File: config.mk
export PLATFORM = sky130hd
export DESIGN_NAME = olmd_core
export DESIGN_NICKNAME = d
export VERILOG_FILES = /design/src/hdl/olmd_pkg.sv /design/src/hdl/olmd_sync_if.sv /design/src/hdl/olmd_sync.sv /design/src/hdl/olmd_core.sv
export SDC_FILE = /design/constraint.sdc
export NUM_CORES = 1
export LEC_CHECK = 0
export BUFFER_PORTS_ARGS = -buffer_cell sky130_fd_sc_hd__buf_4
export CORE_UTILIZATION = 40
export DETAILED_ROUTE_END_ITERATION = 8
export SKIP_LAST_GASP = 1
export SYNTH_ARGS = -nofsm -noshare
export SYNTH_HDL_FRONTEND = slang
export SYNTH_SLANG_ARGS = --single-unit
File: constraint.sdc
create_clock -name mclk -period 2.7 [get_ports mclk]
set_clock_uncertainty 0.15 [all_clocks]
set_input_delay 0.135 -clock mclk [delete_from_list [all_inputs] [get_ports mclk]]
set_output_delay 0.135 -clock mclk [all_outputs]
set_load 0.01 [all_outputs]
File: src/hdl/olmd_pkg.sv
package olmd_pkg;
    // Clock and timing
    localparam int CLK_MHZ = 50;
    localparam int T_WAKE_US = 1000;
    localparam int T_SLEEP_US = 1000;
    localparam int T_OL_STEP_US = 10;
    localparam int STEP_CYCLES = T_OL_STEP_US * CLK_MHZ;
    localparam int CNT_W = 20;
    localparam logic [CNT_W-1:0] CNT_ONE = 20'h0_0001;
    localparam logic [CNT_W-1:0] STEP_LAST = CNT_W'(STEP_CYCLES - 1);

    // Register map
    localparam int ADDR_W = 12;
    localparam logic [ADDR_W-1:0] ADDR_CTRL = 12'h000;
    localparam logic [ADDR_W-1:0] ADDR_STATUS = 12'h004;
    localparam logic [31:0] RDATA_ZERO = 32'h0000_0000;
    localparam int CTRL_OD_BIT = 0;
    localparam int CTRL_HIZ_BIT = 1;
    localparam int CTRL_MASK_BIT = 2;
    localparam int CTRL_SERIAL_BIT = 3;
    localparam int CTRL_IF_LSB = 4;
    localparam int ST_FLAG_LSB = 0;
    localparam int ST_BUSY_BIT = 4;
    localparam int ST_FAULT_BIT = 5;
    localparam int ST_SLEEP_BIT = 6;
    localparam int ST_STATE_LSB = 8;

    // Synchronised input vector layout
    localparam int SYNC_W = 10;
    localparam int SY_SLEEP = 0;
    localparam int SY_UNDERVOLTAGE_LOCKOUT = 1;
    localparam int SY_OCP = 2;
    localparam int SY_TSD = 3;
    localparam int SY_HS = 4;
    localparam int SY_LSN = 6;
    localparam int SY_LSF = 8;

    typedef enum logic [1:0] {
        IF_4PIN = 2'b00,
        IF_2PIN = 2'b01,
        IF_PAR = 2'b10,
        IF_IND = 2'b11
    } olmd_if_e;

    typedef enum logic [2:0] {
        ST_SLEEP = 3'b000,
        ST_WAKE = 3'b001,
        ST_FULL = 3'b010,
        ST_VM = 3'b011,
        ST_GND = 3'b100,
        ST_OPER = 3'b101,
        ST_SLPENT = 3'b110
    } olmd_state_e;

    typedef struct packed {
        logic [SYNC_W-1:0] stage1;
        logic [SYNC_W-1:0] stage2;
    } olmd_sync_s;

    typedef struct packed {
        olmd_state_e state;
        logic wakeing;
        logic [CNT_W-1:0] cnt;
        logic [CNT_W-1:0] step;
        logic [1:0] fullRes;
        logic [1:0] vmRes;
        logic [3:0] flag;
        logic olFault;
        logic od;
        logic hizSel;
        logic mask;
        logic serial;
        olmd_if_e ifMode;
        logic [31:0] rdata;
        logic slverr;
    } olmd_s;
endpackage

File: src/hdl/olmd_sync_if.sv
`timescale 1ns/1ns
interface olmd_sync_if;
    import olmd_pkg::*;
    logic [SYNC_W-1:0] raw;
    logic [SYNC_W-1:0] sync;
    modport sync_side (input raw, output sync);
    modport user_side (output raw, input sync);
endinterface

File: src/hdl/olmd_sync.sv
`timescale 1ns/1ns
module olmd_sync (
    // Clock and reset
    input wire logic mclk,
    input wire logic rst_n,
    // Pin vector in, synchronised vector out
    olmd_sync_if.sync_side pins
);
    import olmd_pkg::*;

    olmd_sync_s q;
    olmd_sync_s next_q;

    // Second stage alone reads the first
    always_comb begin
        next_q = q;
        next_q.stage1 = pins.raw;
        next_q.stage2 = q.stage1;
        if (!rst_n) begin
            next_q = '0;
            // Sleep pin idles awake, so leaving reset is not taken for a fall
            next_q.stage1[SY_SLEEP] = 1'b1;
            next_q.stage2[SY_SLEEP] = 1'b1;
        end
    end

    always_ff @(posedge mclk) begin
        q <= next_q;
    end

    assign pins.sync = q.stage2;
endmodule

File: src/hdl/olmd_core.sv
`timescale 1ns/1ns
// Notes on behaviour
// RQ1: Open-load test runs at power-up and on every wake from sleep.
// RQ2: Serial variant starts the test whenever software sets the on-demand bit; the code drops sets made outside operating mode.
// RQ3: Pin variant keeps bridges running on open load and pulls fault low.
// RQ4: Serial variant: hi-z select 0 keeps bridge running, 1 makes it hi-z.
// RQ5: Serial variant: fault mask stops open load from pulling fault low.
// RQ6: Whole bridge open sets both flags; connected clears; half open sets one.
// RQ7: Hi-z scope: full bridge, both bridges in parallel, half in independent.
// RQ8: Full-bridge load is open only when high and far low comparators read 1.
// RQ9: Test finishes before the wake or power-on delay ends.
// RQ10: Open-load fault stays latched until reset or sleep.
// RQ11: Second bridge gets the same full-bridge test and decode.
// RQ12: Supply load: pull down, low comparator 0 means no open load.
// RQ13: Ground load: pull up, high comparator 0 no open, 1 open.
// RQ14: Test runs three states: full-bridge, supply load, ground load.
// RQ15: Sleep pin low disables internals and makes every output hi-z.
// RQ16: Sleep pin high enters operating mode without further command.
// RQ17: Host waits the wake delay before driving bridge inputs.
// RQ18: Fault pin pulls low briefly during power-up.
// RQ19: Sleep is entered only after the sleep-entry delay following the fall.
// RQ20: Undervoltage, overcurrent, open load, thermal faults enter fault mode.
// RQ21: Host stops the motor before requesting an on-demand test.
// RQ22: Serial variant bridge state on open load follows hi-z select.
// RQ23: On-demand bit clears itself when the test completes.
module olmd_core #(
    parameter int WAKE_CYCLES = olmd_pkg::T_WAKE_US * olmd_pkg::CLK_MHZ,
    parameter int SLEEP_CYCLES = olmd_pkg::T_SLEEP_US * olmd_pkg::CLK_MHZ
) (
    // Clock and reset
    input wire logic mclk,
    input wire logic rst_n,
    // APB slave
    input wire logic psel,
    input wire logic penable,
    input wire logic pwrite,
    input wire logic [olmd_pkg::ADDR_W-1:0] paddr,
    input wire logic [31:0] pwdata,
    output logic [31:0] prdata,
    output logic pready,
    output logic pslverr,
    // Device pins and fault sources
    input wire logic sleepControlPin,
    input wire logic undervoltageLockout,
    input wire logic overcurrentFault,
    input wire logic thermalShutdownFault,
    // Comparators, index 0 first bridge, index 1 second bridge
    input wire logic [1:0] out1HighSideComparator,
    input wire logic [1:0] out1LowSideComparator,
    input wire logic [1:0] out2LowSideComparator,
    // Open-drain fault indicator
    input wire logic faultIndicatorPinIn,
    output logic faultIndicatorPinOut,
    output logic faultIndicatorPinOe_n,
    // Output stage control
    output logic [1:0] pullUpEn,
    output logic [1:0] pullDownEn,
    output logic [3:0] halfBridgeHiz,
    output logic internalEn,
    output logic sleepMode,
    output logic [3:0] openLoadFlag
);
    import olmd_pkg::*;

    localparam logic [CNT_W-1:0] WAKE_LAST = CNT_W'(WAKE_CYCLES - 1);
    localparam logic [CNT_W-1:0] SLEEP_LAST = CNT_W'(SLEEP_CYCLES - 1);
    localparam olmd_s RESET_Q = '{
        state: ST_FULL,
        wakeing: 1'b1,
        ifMode: IF_4PIN,
        rdata: RDATA_ZERO,
        default: '0
    };

    olmd_s q;
    olmd_s next_q;

    ////////////////////////////////////////////////////////////////////
    // Pin synchronisers

    olmd_sync_if syncBus();

    assign syncBus.raw = {out2LowSideComparator, out1LowSideComparator,
                          out1HighSideComparator, thermalShutdownFault,
                          overcurrentFault, undervoltageLockout, sleepControlPin};

    olmd_sync u_sync (
        .mclk(mclk),
        .rst_n(rst_n),
        .pins(syncBus.sync_side)
    );

    logic sleepHi;
    logic undervoltage_lockout;
    logic hardFault;
    logic [1:0] hs;
    logic [1:0] lsNear;
    logic [1:0] lsFar;

    assign sleepHi = syncBus.sync[SY_SLEEP];
    assign undervoltage_lockout = syncBus.sync[SY_UNDERVOLTAGE_LOCKOUT];
    assign hardFault = syncBus.sync[SY_UNDERVOLTAGE_LOCKOUT] | syncBus.sync[SY_OCP]
                       | syncBus.sync[SY_TSD];
    assign hs = syncBus.sync[SY_HS+:2];
    assign lsNear = syncBus.sync[SY_LSN+:2];
    assign lsFar = syncBus.sync[SY_LSF+:2];

    ////////////////////////////////////////////////////////////////////
    // Derived status

    logic testing;
    logic asleep;
    logic olDrive;
    logic faultLow;
    logic hizEn;
    logic [3:0] scopeHiz;
    logic stepDone;

    // Current sources and busy flag per test state
    always_comb begin
        testing = 1'b0;
        pullUpEn = 2'h0;
        pullDownEn = 2'h0;
        case (q.state)
            ST_FULL: begin
                testing = 1'b1;
                pullUpEn = 2'h3; // RQ8 RQ14
            end
            ST_VM: begin
                testing = 1'b1;
                pullDownEn = 2'h3; // RQ12 RQ14
            end
            ST_GND: begin
                testing = 1'b1;
                pullUpEn = 2'h3; // RQ13 RQ14
            end
            default: begin
                testing = 1'b0;
            end
        endcase
    end
    assign asleep = (q.state == ST_SLEEP);
    assign stepDone = (q.step == STEP_LAST);
    // Mask gates only the pin and the status fault bit; the latch and flags still record the open load
    assign olDrive = q.olFault && !(q.serial && q.mask); // RQ5
    assign faultLow = !asleep && (olDrive // RQ3
                      || (testing && q.wakeing) // RQ18
                      || hardFault); // RQ20
    assign hizEn = q.serial && q.hizSel; // RQ4 RQ22

    always_comb begin
        scopeHiz = '0;
        case (q.ifMode)
            IF_4PIN, IF_2PIN: begin
                scopeHiz[1:0] = {2{|q.flag[1:0]}}; // RQ7
                scopeHiz[3:2] = {2{|q.flag[3:2]}}; // RQ7
            end
            IF_PAR: begin
                scopeHiz = {4{|q.flag}}; // RQ7
            end
            IF_IND: begin
                scopeHiz = q.flag; // RQ7
            end
            default: begin
                scopeHiz = '0;
            end
        endcase
    end

    ////////////////////////////////////////////////////////////////////
    // Per-bridge open-load decode

    logic [3:0] decodedFlag;

    for (genvar k = 0; k < 2; k++) begin : g_bridge
        logic fullOpen;
        logic nearOpen;
        logic nearFlag;

        assign fullOpen = q.fullRes[k]; // RQ8 RQ11
        // Independent mode: near half open only when both single-ended checks agree
        assign nearOpen = q.vmRes[k] && hs[k]; // RQ12 RQ13
        assign nearFlag = (q.ifMode == IF_IND) ? nearOpen : fullOpen; // RQ6 RQ7
        assign decodedFlag[2*k+:2] = {fullOpen, nearFlag}; // RQ6
    end

    ////////////////////////////////////////////////////////////////////
    // Register read mux

    logic [31:0] readWord;

    always_comb begin
        readWord = RDATA_ZERO;
        case (paddr)
            ADDR_CTRL: begin
                readWord[CTRL_OD_BIT] = q.od; // RQ23
                readWord[CTRL_HIZ_BIT] = q.hizSel;
                readWord[CTRL_MASK_BIT] = q.mask;
                readWord[CTRL_SERIAL_BIT] = q.serial;
                readWord[CTRL_IF_LSB+:2] = q.ifMode;
            end
            ADDR_STATUS: begin
                readWord[ST_FLAG_LSB+:4] = q.flag;
                readWord[ST_BUSY_BIT] = testing;
                readWord[ST_FAULT_BIT] = faultLow;
                readWord[ST_SLEEP_BIT] = asleep;
                readWord[ST_STATE_LSB+:3] = q.state;
            end
            default: begin
                readWord = RDATA_ZERO;
            end
        endcase
    end

    ////////////////////////////////////////////////////////////////////
    // Next state

    logic setup;
    logic access;
    logic mapped;
    logic odSet;

    assign setup = psel && !penable;
    assign access = psel && penable;
    assign mapped = (paddr == ADDR_CTRL) || (paddr == ADDR_STATUS);
    // Requests outside operating mode are dropped, not queued
    assign odSet = access && pwrite && (paddr == ADDR_CTRL)
                   && pwdata[CTRL_OD_BIT] && q.serial
                   && (q.state == ST_OPER); // RQ2

    always_comb begin
        next_q = q;
        // Wake and sleep-entry windows share one counter
        if (q.cnt != '1) begin
            next_q.cnt = q.cnt + CNT_ONE;
        end
        if (testing) begin
            next_q.step = q.step + CNT_ONE;
            if (stepDone) begin
                next_q.step = '0;
            end
        end
        case (q.state)
            ST_SLEEP: begin
                next_q.flag = '0; // RQ10
                next_q.olFault = 1'b0; // RQ10
                next_q.od = 1'b0;
                if (sleepHi) begin
                    next_q.state = ST_FULL; // RQ1 RQ16
                    next_q.wakeing = 1'b1;
                    next_q.cnt = '0;
                    next_q.step = '0;
                end
            end
            ST_FULL: begin
                if (stepDone) begin
                    next_q.fullRes = hs & lsFar; // RQ8 RQ11
                    next_q.state = ST_VM; // RQ14
                end
            end
            ST_VM: begin
                if (stepDone) begin
                    next_q.vmRes = lsNear; // RQ12
                    next_q.state = ST_GND; // RQ14
                end
            end
            ST_GND: begin
                if (stepDone) begin
                    next_q.flag = decodedFlag; // RQ6 RQ11
                    next_q.olFault = q.olFault || (|next_q.flag); // RQ10
                    next_q.od = odSet; // RQ23
                    next_q.state = q.wakeing ? ST_WAKE : ST_OPER; // RQ9
                end
            end
            ST_WAKE: begin
                if (q.cnt >= WAKE_LAST) begin
                    next_q.state = ST_OPER; // RQ16
                    next_q.wakeing = 1'b0;
                end
            end
            ST_OPER: begin
                if (q.od) begin
                    next_q.state = ST_FULL; // RQ2
                    next_q.step = '0;
                end
            end
            ST_SLPENT: begin
                if (sleepHi) begin
                    next_q.state = ST_FULL; // RQ1
                    next_q.wakeing = 1'b1;
                    next_q.cnt = '0;
                    next_q.step = '0;
                end else if (q.cnt >= SLEEP_LAST) begin
                    next_q.state = ST_SLEEP; // RQ19
                end
            end
            default: begin
                next_q.state = ST_SLEEP;
            end
        endcase
        // A fall of the sleep pin cuts any test in flight short
        if (!sleepHi && !asleep && q.state != ST_SLPENT) begin
            next_q.state = ST_SLPENT; // RQ19
            next_q.cnt = '0;
        end
        // Register writes, set of on-demand wins over completion
        if (access && pwrite && paddr == ADDR_CTRL) begin
            next_q.hizSel = pwdata[CTRL_HIZ_BIT];
            next_q.mask = pwdata[CTRL_MASK_BIT];
            next_q.serial = pwdata[CTRL_SERIAL_BIT];
            next_q.ifMode = olmd_if_e'(pwdata[CTRL_IF_LSB+:2]);
        end
        if (odSet) begin
            next_q.od = 1'b1; // RQ2
        end
        // Read data captured in the setup phase
        if (setup) begin
            next_q.slverr = !mapped;
            next_q.rdata = readWord;
        end
        if (!rst_n) begin
            next_q = RESET_Q; // RQ1
        end
    end

    always_ff @(posedge mclk) begin
        q <= next_q;
    end

    ////////////////////////////////////////////////////////////////////
    // Outputs

    assign prdata = q.rdata;
    // Zero wait states: every access completes in its first cycle
    assign pready = access;
    assign pslverr = access && q.slverr;

    assign faultIndicatorPinOut = 1'b0;
    assign faultIndicatorPinOe_n = !faultLow; // RQ3 RQ10

    // Bridges keep running on open load unless hi-z is selected
    assign halfBridgeHiz = (asleep || testing || hardFault) ? 4'hF // RQ15 RQ20
                           : (hizEn ? scopeHiz : 4'h0); // RQ3 RQ4
    assign internalEn = !asleep && !undervoltage_lockout; // RQ15
    assign sleepMode = asleep; // RQ15
    assign openLoadFlag = q.flag;
endmodule

==> results of run 1 <==
==> timing repair <==
| action | CTS | global route |
|---|---|---|
| hold buffers | 18 | 0 |
| endpoints found under the hold margin | 17 | 0 |
| resized for setup | 0 | 0 |
==> final cells by class <==
cell class | instances | area share
multi-input combinational | 393 | 0.440
sequential | 90 | 0.347
inverter | 9 | 0.00651
clock buffer | 9 | 0.0239
tap | 140 | 0.0338
timing repair buffer | 88 | 0.136
clock inverter | 7 | 0.0128
==> layer usage <==
metal  track usage  routed length (um)  share of wire  vias up
li1              -                   -              -     1931
met1         0.216                4340           0.45     1776
met2         0.297                4590           0.48      104
met3        0.0412                 462          0.048       12
met4        0.0900                 161          0.017        0
met5             0                   0              0        -
==> cells by family (layout without fill, tap and decap cells) <==
| group | after synthesis | count (layout) |
|---|---|---|
| and+or+nand+nor | 232 | 232 |
| xor gates and xnor gates | 30 | 30 |
| muxes | 9 | 9 |
| buffers and inverters | 74 | 113 |
| adders and majority gates | 2 | 2 |
| DFF | 90 | 90 |
| other | 1 | 23 |
| AOI/OAI and AO/OA | 97 | 97 |
==> where the power goes <==
| group | internal, W | leakage [nW] | switching, W |
|---|---|---|---|
| Combinational | 0.000105 | 1.10 | 0.000112 |
| Sequential | 0.00136 | 0.732 | 0.0000229 |
| Clock | 0.000360 | 0.0922 | 0.000537 |
==> per-stage QoR <==
step | setup slack, ns | std cells | hold WS, ns | area, um2 | utilization
6_report | 0.334 | 736 | 0.0882 | 5190 | 0.478
5_1_grt | 0.153 | 736 | 0.105 | 5190 | 0.478
4_1_cts | 0.359 | 736 | 0.0643 | 5190 | 0.478
3_5_place_dp | 0.412 | 702 | 0.177 | 4820 | 0.444
3_3_place_gp | 0.468 | 702 | 0.177 | 4820 | 0.444
2_1_floorplan | 0.675 | 557 | 0.0865 | 4520 | -
==> worst min path at each step <==
stage / from / end / slack [ns] / cells past startpoint
after floorplan: sleepControlPin / u_sync.q[10] / 0.09 / 1
after CTS: penable / q[0] / 0.06 / 4
after global routing: penable / prdata[6] / 0.11 / 4
final: penable / q[0] / 0.09 / 4
after detailed placement: sleepControlPin / u_sync.q[10] / 0.18 / 2
after global placement: sleepControlPin / u_sync.q[10] / 0.18 / 2
==> state kept, by name, summed over array words and instances (netlist names) <==
name,count
decodedFlag,2
prdata,10
u_sync.q,10
openLoadFlag,4
u_sync.pins.sync,10
q,54
==> layout by cell type (no fill, tap or decap), drive strengths merged, types with 12 or more instances in the layout <==
| master | netlist | final |
|---|---|---|
| xnor2 | 25 | 25 |
| nand3 | 23 | 23 |
| nand2 | 44 | 44 |
| inv | 8 | 13 |
| o21ai | 25 | 25 |
| buf | 46 | 70 |
| conb | 1 | 23 |
| a21oi | 32 | 32 |
| nand4 | 12 | 12 |
| nor2 | 57 | 57 |
| nor3 | 18 | 18 |
| dlygate4sd3 | 0 | 18 |
| and2 | 23 | 23 |
| dfxtp | 90 | 90 |
==> critical path: stages (launching register included) <==
cell and delay [ns]:
dfxtp_1 0.38, ha_1 0.23, nor4b_1 0.24, nand4_1 0.31
nor2_1 0.42, nand3_1 0.22, o32ai_1 0.31
==> impl_metrics.tcl, run 1 <==
set metrics [dict create \
    synth_compound_area_frac 0.137 \
    drv_cap 0 \
    yosys.area_share.simple 0.272 \
    holdCritPathClass "in2reg" \
    grtUsageTotal 0.179 \
    rrSetupSlack_ns 0.33 \
    cts_buffers 9 \
    clk_pin_slew_ns 0.10 \
    final.fill_count 1067 \
    post_cts_buffers 0 \
    synth_edf_count 0 \
    drv_slew 0 \
    totalWireLength_um 9550 \
    r2r-end "openLoadFlag[0]" \
    rows 38 \
    core_mm2 0.0108 \
    setup_violations 0 \
    drc 0 \
    antenna_found_initial 0 \
    io_pins 110 \
    drt_iter0_markers 169 \
    htree_levels 3 \
    routabilityCongestion 0.795 \
    end_kind "flop" \
    synth_xor_xnor_area_share 0.0592 \
    via_per_inst 5.19 \
    required_ns 2.81 \
    synth.most_common_cell "dfxtp_1" \
    n_antenna_cell 0 \
    syn_area_mm2 0.00444 \
    grt-ovfl-total 0 \
    clkLatencyLatePin_ns 0.36 \
    synth_fa_ha_area_frac 0.00564 \
    reg2regPathDepth 6 \
    power.total_w 0.00249 \
    startpoint_type "flop" \
    dieHeight_um 107 \
    num_vias 3823 \
    die_w_um 107 \
    port_buffers 59 \
    cp_max_fo 6 \
    r2r_start "q[48]" \
    yosysWarnings 0 \
    rsz0062_at_grt "no" \
    synth_mux_area_frac 0.0203 \
    fmax_ghz 0.423 \
    synth_top_family_by_area "simple AND/OR/NAND/NOR gates" \
    peakVddDrop_mv 0.344 \
    relSlewSlack 0.498 \
    clock_path_buffers 2 \
    cts.sinks 90 \
    initial_core_util 0.409 \
    period_share 0.876 \
    first_global_vias 3666 \
    nets 653 \
    ant_nets 0 \
    status "finished, final reports clean" \
    seqCellArea_mm2 0.00180 \
    total_leakage_power_nw 1.93 \
    ys_ff_latch 90 \
    synth_top_area_frac 0.406 \
    synth_commonest_cells "dfxtp_1, nor2_1, nand2_1" \
    syn_to_final_growth_pct 16.9 \
    die_area_mm2 0.0115 \
    synth.avg_cell_area_um2 8.30 \
    setup_tns_ns 0 \
    fin_crit_ns 2.37 \
    grt_max_degree 43 \
    first_pass_iters 4 \
    cts_tree "built" \
    yosysTopAreaCell "dfxtp_1" \
    ys_async_sr_fraction 0 \
    synth_flop_cell "dfxtp_1" \
    critPathLaunch "q[48]" \
    hpwlAfterDp_um 6650 \
    grt_pass1_wl_um 16400 \
    wl_per_cell_um 13.0 \
    ys_types 52 \
    worstMarginPinSlew_ns 0.752 \
    cp_data_arrival_time_ns 2.48 \
    synthCells 535 \
    synth_area_leaders "dfxtp_1, buf_4, xnor2_1" \
    hold_violations 0 \
    layout-drive-gt1-share 0.156 \
    cp-endpoint "openLoadFlag[0]" \
    multi_input_area_mm2 0.00228 \
    p_per_area_mw_per_mm2 481 \
    root_buffer "clkbuf_8" \
    crit_type "reg2reg" \
    ys_seq_area_frac 0.406 \
]
(Power assumes the default switching activity.)
==> run 2: changes to the inputs <==
==> constraint.sdc (replaced) <==
create_clock -name mclk -period 2.8 [get_ports mclk]
set_clock_uncertainty 0.15 [all_clocks]
set_input_delay 0.14 -clock mclk [delete_from_list [all_inputs] [get_ports mclk]]
set_output_delay 0.14 -clock mclk [all_outputs]
set_load 0.01 [all_outputs]
==> run 2 against run 1 <==
Compared with the run above: combinational power is 4% lower; largest power group unchanged; first-iteration DRC count is 11% lower; die area stayed put; wire length is 0.18% higher; critical endpoint unchanged; sequential power is 4% lower; non-clock buffer count is 3 lower; highest routed layer unchanged.
==> impl_metrics.tcl, run 2 (same netlist as run 1, synthesis figures left out) <==
set metrics [dict create \
    die_area_mm2 0.0115 \
    wl_per_cell_um 13.0 \
    cts.sinks 90 \
    fmax_ghz 0.421 \
    setup_violations 0 \
    hpwlAfterDp_um 6680 \
    root_buffer "clkbuf_8" \
    ant_nets 0 \
    regMostFlops "q" \
    status "finished, final reports clean" \
    fin_area_mm2 0.00518 \
    cts_buffers 9 \
    worst_slack_ns 0.425 \
    power.total_w 0.00247 \
    core_mm2 0.0108 \
    rsz0062_at_grt "no" \
    initial_core_util 0.409 \
    cp_slowest_cell "nor2_1" \
    end_kind "flop" \
    min_path_cells 4 \
    htree_levels 3 \
    pre_cts_ws_ns 0.413 \
    dieHeight_um 107 \
    p_sw_frac 0.255 \
    rows 38 \
    cts_resized 0 \
    first_pass_iters 5 \
    syn_to_final_growth_pct 16.7 \
    post_cts_buffers 0 \
    nets 650 \
    hold_violations 0 \
    fin_util 0.478 \
    clock_path_buffers 2 \
    p_per_area_mw_per_mm2 476 \
    max_stage_delay_ns 0.42 \
    cts_tree "built" \
    grt-ovfl-total 0 \
    cp_max_fo 6 \
    comb_power_share 0.085 \
    clkLatencyLatePin_ns 0.36 \
    relSlewSlack 0.513 \
    final.fill_count 1065 \
    antenna_found_initial 0 \
    routabilityCongestion 0.790 \
    path_cells "ha_1 -> nor4b_1 -> nand4_1 -> nor2_1 -> nand3_1 -> o32ai_1" \
    hold_buffers 18 \
    port_buffers 59 \
    num_vias 3816 \
    netSwitchingPower_w 0.000629 \
    drc 0 \
    multi_input_area_mm2 0.00228 \
    drv_slew 0 \
    clkPwrFrac 0.376 \
    holdCritPathClass "in2reg" \
    mostFrequentLayoutCells "dfxtp_1, buf_4, nor2_1, nand2_1, a21oi_1" \
    total_leakage_power_nw 1.93 \
    reg2regPathDepth 6 \
    die_w_um 107 \
    layout_commonest_cell "dfxtp_1" \
    drv_cap 0 \
    crit_type "reg2reg" \
    seqCellArea_mm2 0.00180 \
    grtUsageTotal 0.175 \
    grt_pass1_wl_um 16100 \
    via_per_inst 5.21 \
    peakVddDrop_mv 0.374 \
    io_pins 110 \
    required_ns 2.92 \
    totalWireLength_um 9560 \
    layout-drive-gt1-share 0.152 \
    startpoint_type "flop" \
    first_global_vias 3547 \
    cellInternalPower_w 0.00184 \
    setup_tns_ns 0 \
    largest_reg_flops 54 \
    seqPwrFrac 0.539 \
    clk_pin_slew_ns 0.09 \
    n_antenna_cell 0 \
    drt_iter0_markers 151 \
    grt_max_degree 43 \
    worstMarginPinSlew_ns 0.728 \
    placed_cell_area_mm2 0.00479 \
    cp_data_arrival_time_ns 2.49 \
    period_share 0.848 \
    fin_crit_ns 2.38 \
]
==> run 2: power groups by stage <==
stage	sequential, W	clock (W)	combinational (W)
floorplan	0.00135	0	0.000147
global placement	0.00136	0	0.000185
detailed placement	0.00136	0	0.000190
CTS	0.00133	0.000953	0.000210
global route	0.00134	0.00101	0.000232
finish	0.00133	0.000927	0.000209
==> run 2: final timing paths <==
check,startpoint,to,slack (ns)
worst min-delay path,paddr[2],prdata[5],0.04
worst max-delay path,q[48],openLoadFlag[0],0.42
worst max register to register,q[48],openLoadFlag[0],0.42
worst min register to register,u_sync.q[10],u_sync.pins.sync[0],0.27
==> run 2: stage by stage <==
stage               hold slack [ns]  std cells
finish                       0.0374        733
global route                 0.0699        733
CTS                          0.0285        733
detailed placement            0.177        699
global placement              0.180        699
floorplan                    0.0915        557
==> run 2: routing by layer <==
layer	vias to the layer above	global-route usage	part of all wire
met4	0	0.0665	0.011
met2	132	0.302	0.47
li1	1922	-	-
met5	-	0	0
met1	1755	0.212	0.47
met3	7	0.0369	0.049
==> run 2: worst max-delay path: cells and delay by family (launching register included) <==
family	cells	cell delay, ns
simple gates	4	1.23
flops	1	0.38
compound gates	1	0.30
fa+ha+maj	1	0.23
==> run 2: layout make-up <==
| cell class | count | area share |
|---|---|---|
| multi-input combinational | 393 | 0.440 |
| timing repair buffer | 85 | 0.132 |
| clock inverter | 7 | 0.0157 |
| clock buffer | 9 | 0.0239 |
| tap | 140 | 0.0338 |
| sequential | 90 | 0.348 |
| inverter | 9 | 0.00652 |
==> run 3: changes to the inputs <==
--- a/config.mk
+++ b/config.mk
@@ -8,6 +8,7 @@
 export BUFFER_PORTS_ARGS = -buffer_cell sky130_fd_sc_hd__buf_4
 export CORE_UTILIZATION = 40
 export DETAILED_ROUTE_END_ITERATION = 8
+export PLACE_DENSITY = 0.65
 export SKIP_LAST_GASP = 1
 export SYNTH_ARGS = -nofsm -noshare
 export SYNTH_HDL_FRONTEND = slang
==> constraint.sdc (replaced) <==
create_clock -name mclk -period 2 [get_ports mclk]
set_clock_uncertainty 0.15 [all_clocks]
set_input_delay 0.1 -clock mclk [delete_from_list [all_inputs] [get_ports mclk]]
set_output_delay 0.1 -clock mclk [all_outputs]
set_load 0.01 [all_outputs]
==> run 3 against run 2 <==
Compared with the run above: critical path depth down 2; register-to-register slack worse by 0.30 ns; final cell count up 4.9%; count of clock-buffer cells in the layout unchanged; sequential share of layout area down 2.3 points; sequential power up 39%; non-clock buffer count up 36; clock power up 36%; worst hold slack better by 0.0093 ns; first-iteration DRC count up 79%; die area unchanged; critical path type is now reg2out; highest routed layer unchanged.
==> impl_metrics.tcl, run 3 (same netlist as run 1, synthesis figures left out) <==
set metrics [dict create \
    status "finished, final reports clean" \
    port_buffers 59 \
    startpoint_type "flop" \
    fin_area_mm2 0.00557 \
    clock_path_buffers 2 \
    pre_cts_ws_ns 0.0612 \
    drt_iter0_markers 271 \
    layout-drive-gt1-share 0.229 \
    routabilityCongestion 0.820 \
    totalWireLength_um 9910 \
    end_kind "output port" \
    ant_nets 0 \
    die_w_um 107 \
    setup_violations 0 \
    cts_buffers 9 \
    htree_levels 3 \
    via_per_inst 5.14 \
    grt_pass1_wl_um 16400 \
    drv_slew 0 \
    worst_slack_ns 0.0918 \
    root_buffer "clkbuf_8" \
    final_cells 769 \
    nets 686 \
    layout_commonest_cell "buf_4" \
    grtUsageTotal 0.176 \
    period_share 0.954 \
    largest_reg_flops 54 \
    p_per_area_mw_per_mm2 622 \
    first_global_vias 3574 \
    fin_crit_ns 1.91 \
    num_vias 3955 \
    dieHeight_um 107 \
    placed_cell_area_mm2 0.00510 \
    holdCritPathClass "in2reg" \
    hold_violations 0 \
    cp_data_arrival_time_ns 1.66 \
    regMostFlops "q" \
    clk_pin_slew_ns 0.11 \
    required_ns 1.75 \
    fin_util 0.514 \
    cp_max_fo 3 \
    clkLatencyLatePin_ns 0.37 \
    cts.sinks 90 \
    syn_to_final_growth_pct 25.4 \
    drc 0 \
    cts_tree "built" \
    mostFrequentLayoutCells "buf_4, dfxtp_1, nor2_1, nand2_1, a21oi_1" \
    n_antenna_cell 0 \
    post_cts_buffers 0 \
    antenna_found_initial 0 \
    hpwlAfterDp_um 6880 \
    total_leakage_power_nw 2.13 \
    peakVddDrop_mv 0.408 \
    initial_core_util 0.409 \
    fmax_ghz 0.524 \
    wl_per_cell_um 12.9 \
    core_mm2 0.0108 \
    first_pass_iters 4 \
    io_pins 110 \
    die_area_mm2 0.0115 \
    grt_max_degree 38 \
    grt-ovfl-total 0 \
    dpl.cell_count 736 \
    drv_cap 0 \
    setup_tns_ns 0 \
    crit_type "reg2out" \
    rows 38 \
]
-- run 3: cell count changes in the layout (fill, tap and decap cells not counted), sizes merged --
cell	delta
inv	-1
bufinv	-1
buf	+37
dlygate4sd3	-1
clkinv	+2
-- run 3: metrics by stage --
step,power [W],hold WS [ns]
final,0.00346,0.0467
after global routing,0.00362,0.0448
after CTS,0.00351,0.0281
after detailed placement,0.00220,0.136
after global placement,0.00220,0.134
after floorplan,0.00210,0.0515
-- run 3: repair_timing --
action,4_1_cts,5_1_grt
hold endpoints to repair,20,0
hold buffers,17,0
resized for setup,0,23
setup endpoints to repair,0,42
-- run 3: layout make-up --
class	instances	area (um2)
clock inverter	7	83.8
multi-input combinational	393	2360
tap	140	175
sequential	90	1810
fill	1023	5270
inverter	9	33.8
timing repair buffer	121	987
clock buffer	9	124
-- run 3: worst max-delay path: stages, from the launching register on --
cell	delay [ns]
dfxtp_1	0.32
or3_4	0.40
a221oi_1	0.22
a311o_1	0.20
buf_4	0.14
-- run 3: power breakdown --
part	switching [W]	internal [W]	total, W
Sequential	0.0000209	0.00183	0.00185
Combinational	0.000171	0.000173	0.000344
Clock	0.000761	0.000503	0.00126
Total	0.000953	0.00251	0.00346
-- run 3: worst paths after layout --
kind	from	endpoint	cells past startpoint	slack, ns
min	penable	prdata[6]	5	0.05
max	u_sync.pins.sync[2]	faultIndicatorPinOe_n	4	0.09
max reg2reg	q[84]	q[83]	5	0.12
min reg2reg	u_sync.q[17]	u_sync.pins.sync[7]	1	0.28
-- run 3: per-layer routing --
metal,share of wire,up-vias,GRT usage
met3,0.041,8,0.0351
met4,0.0090,0,0.0509
met2,0.49,99,0.297
li1,-,1988,-
met1,0.46,1860,0.227
met5,0,-,0
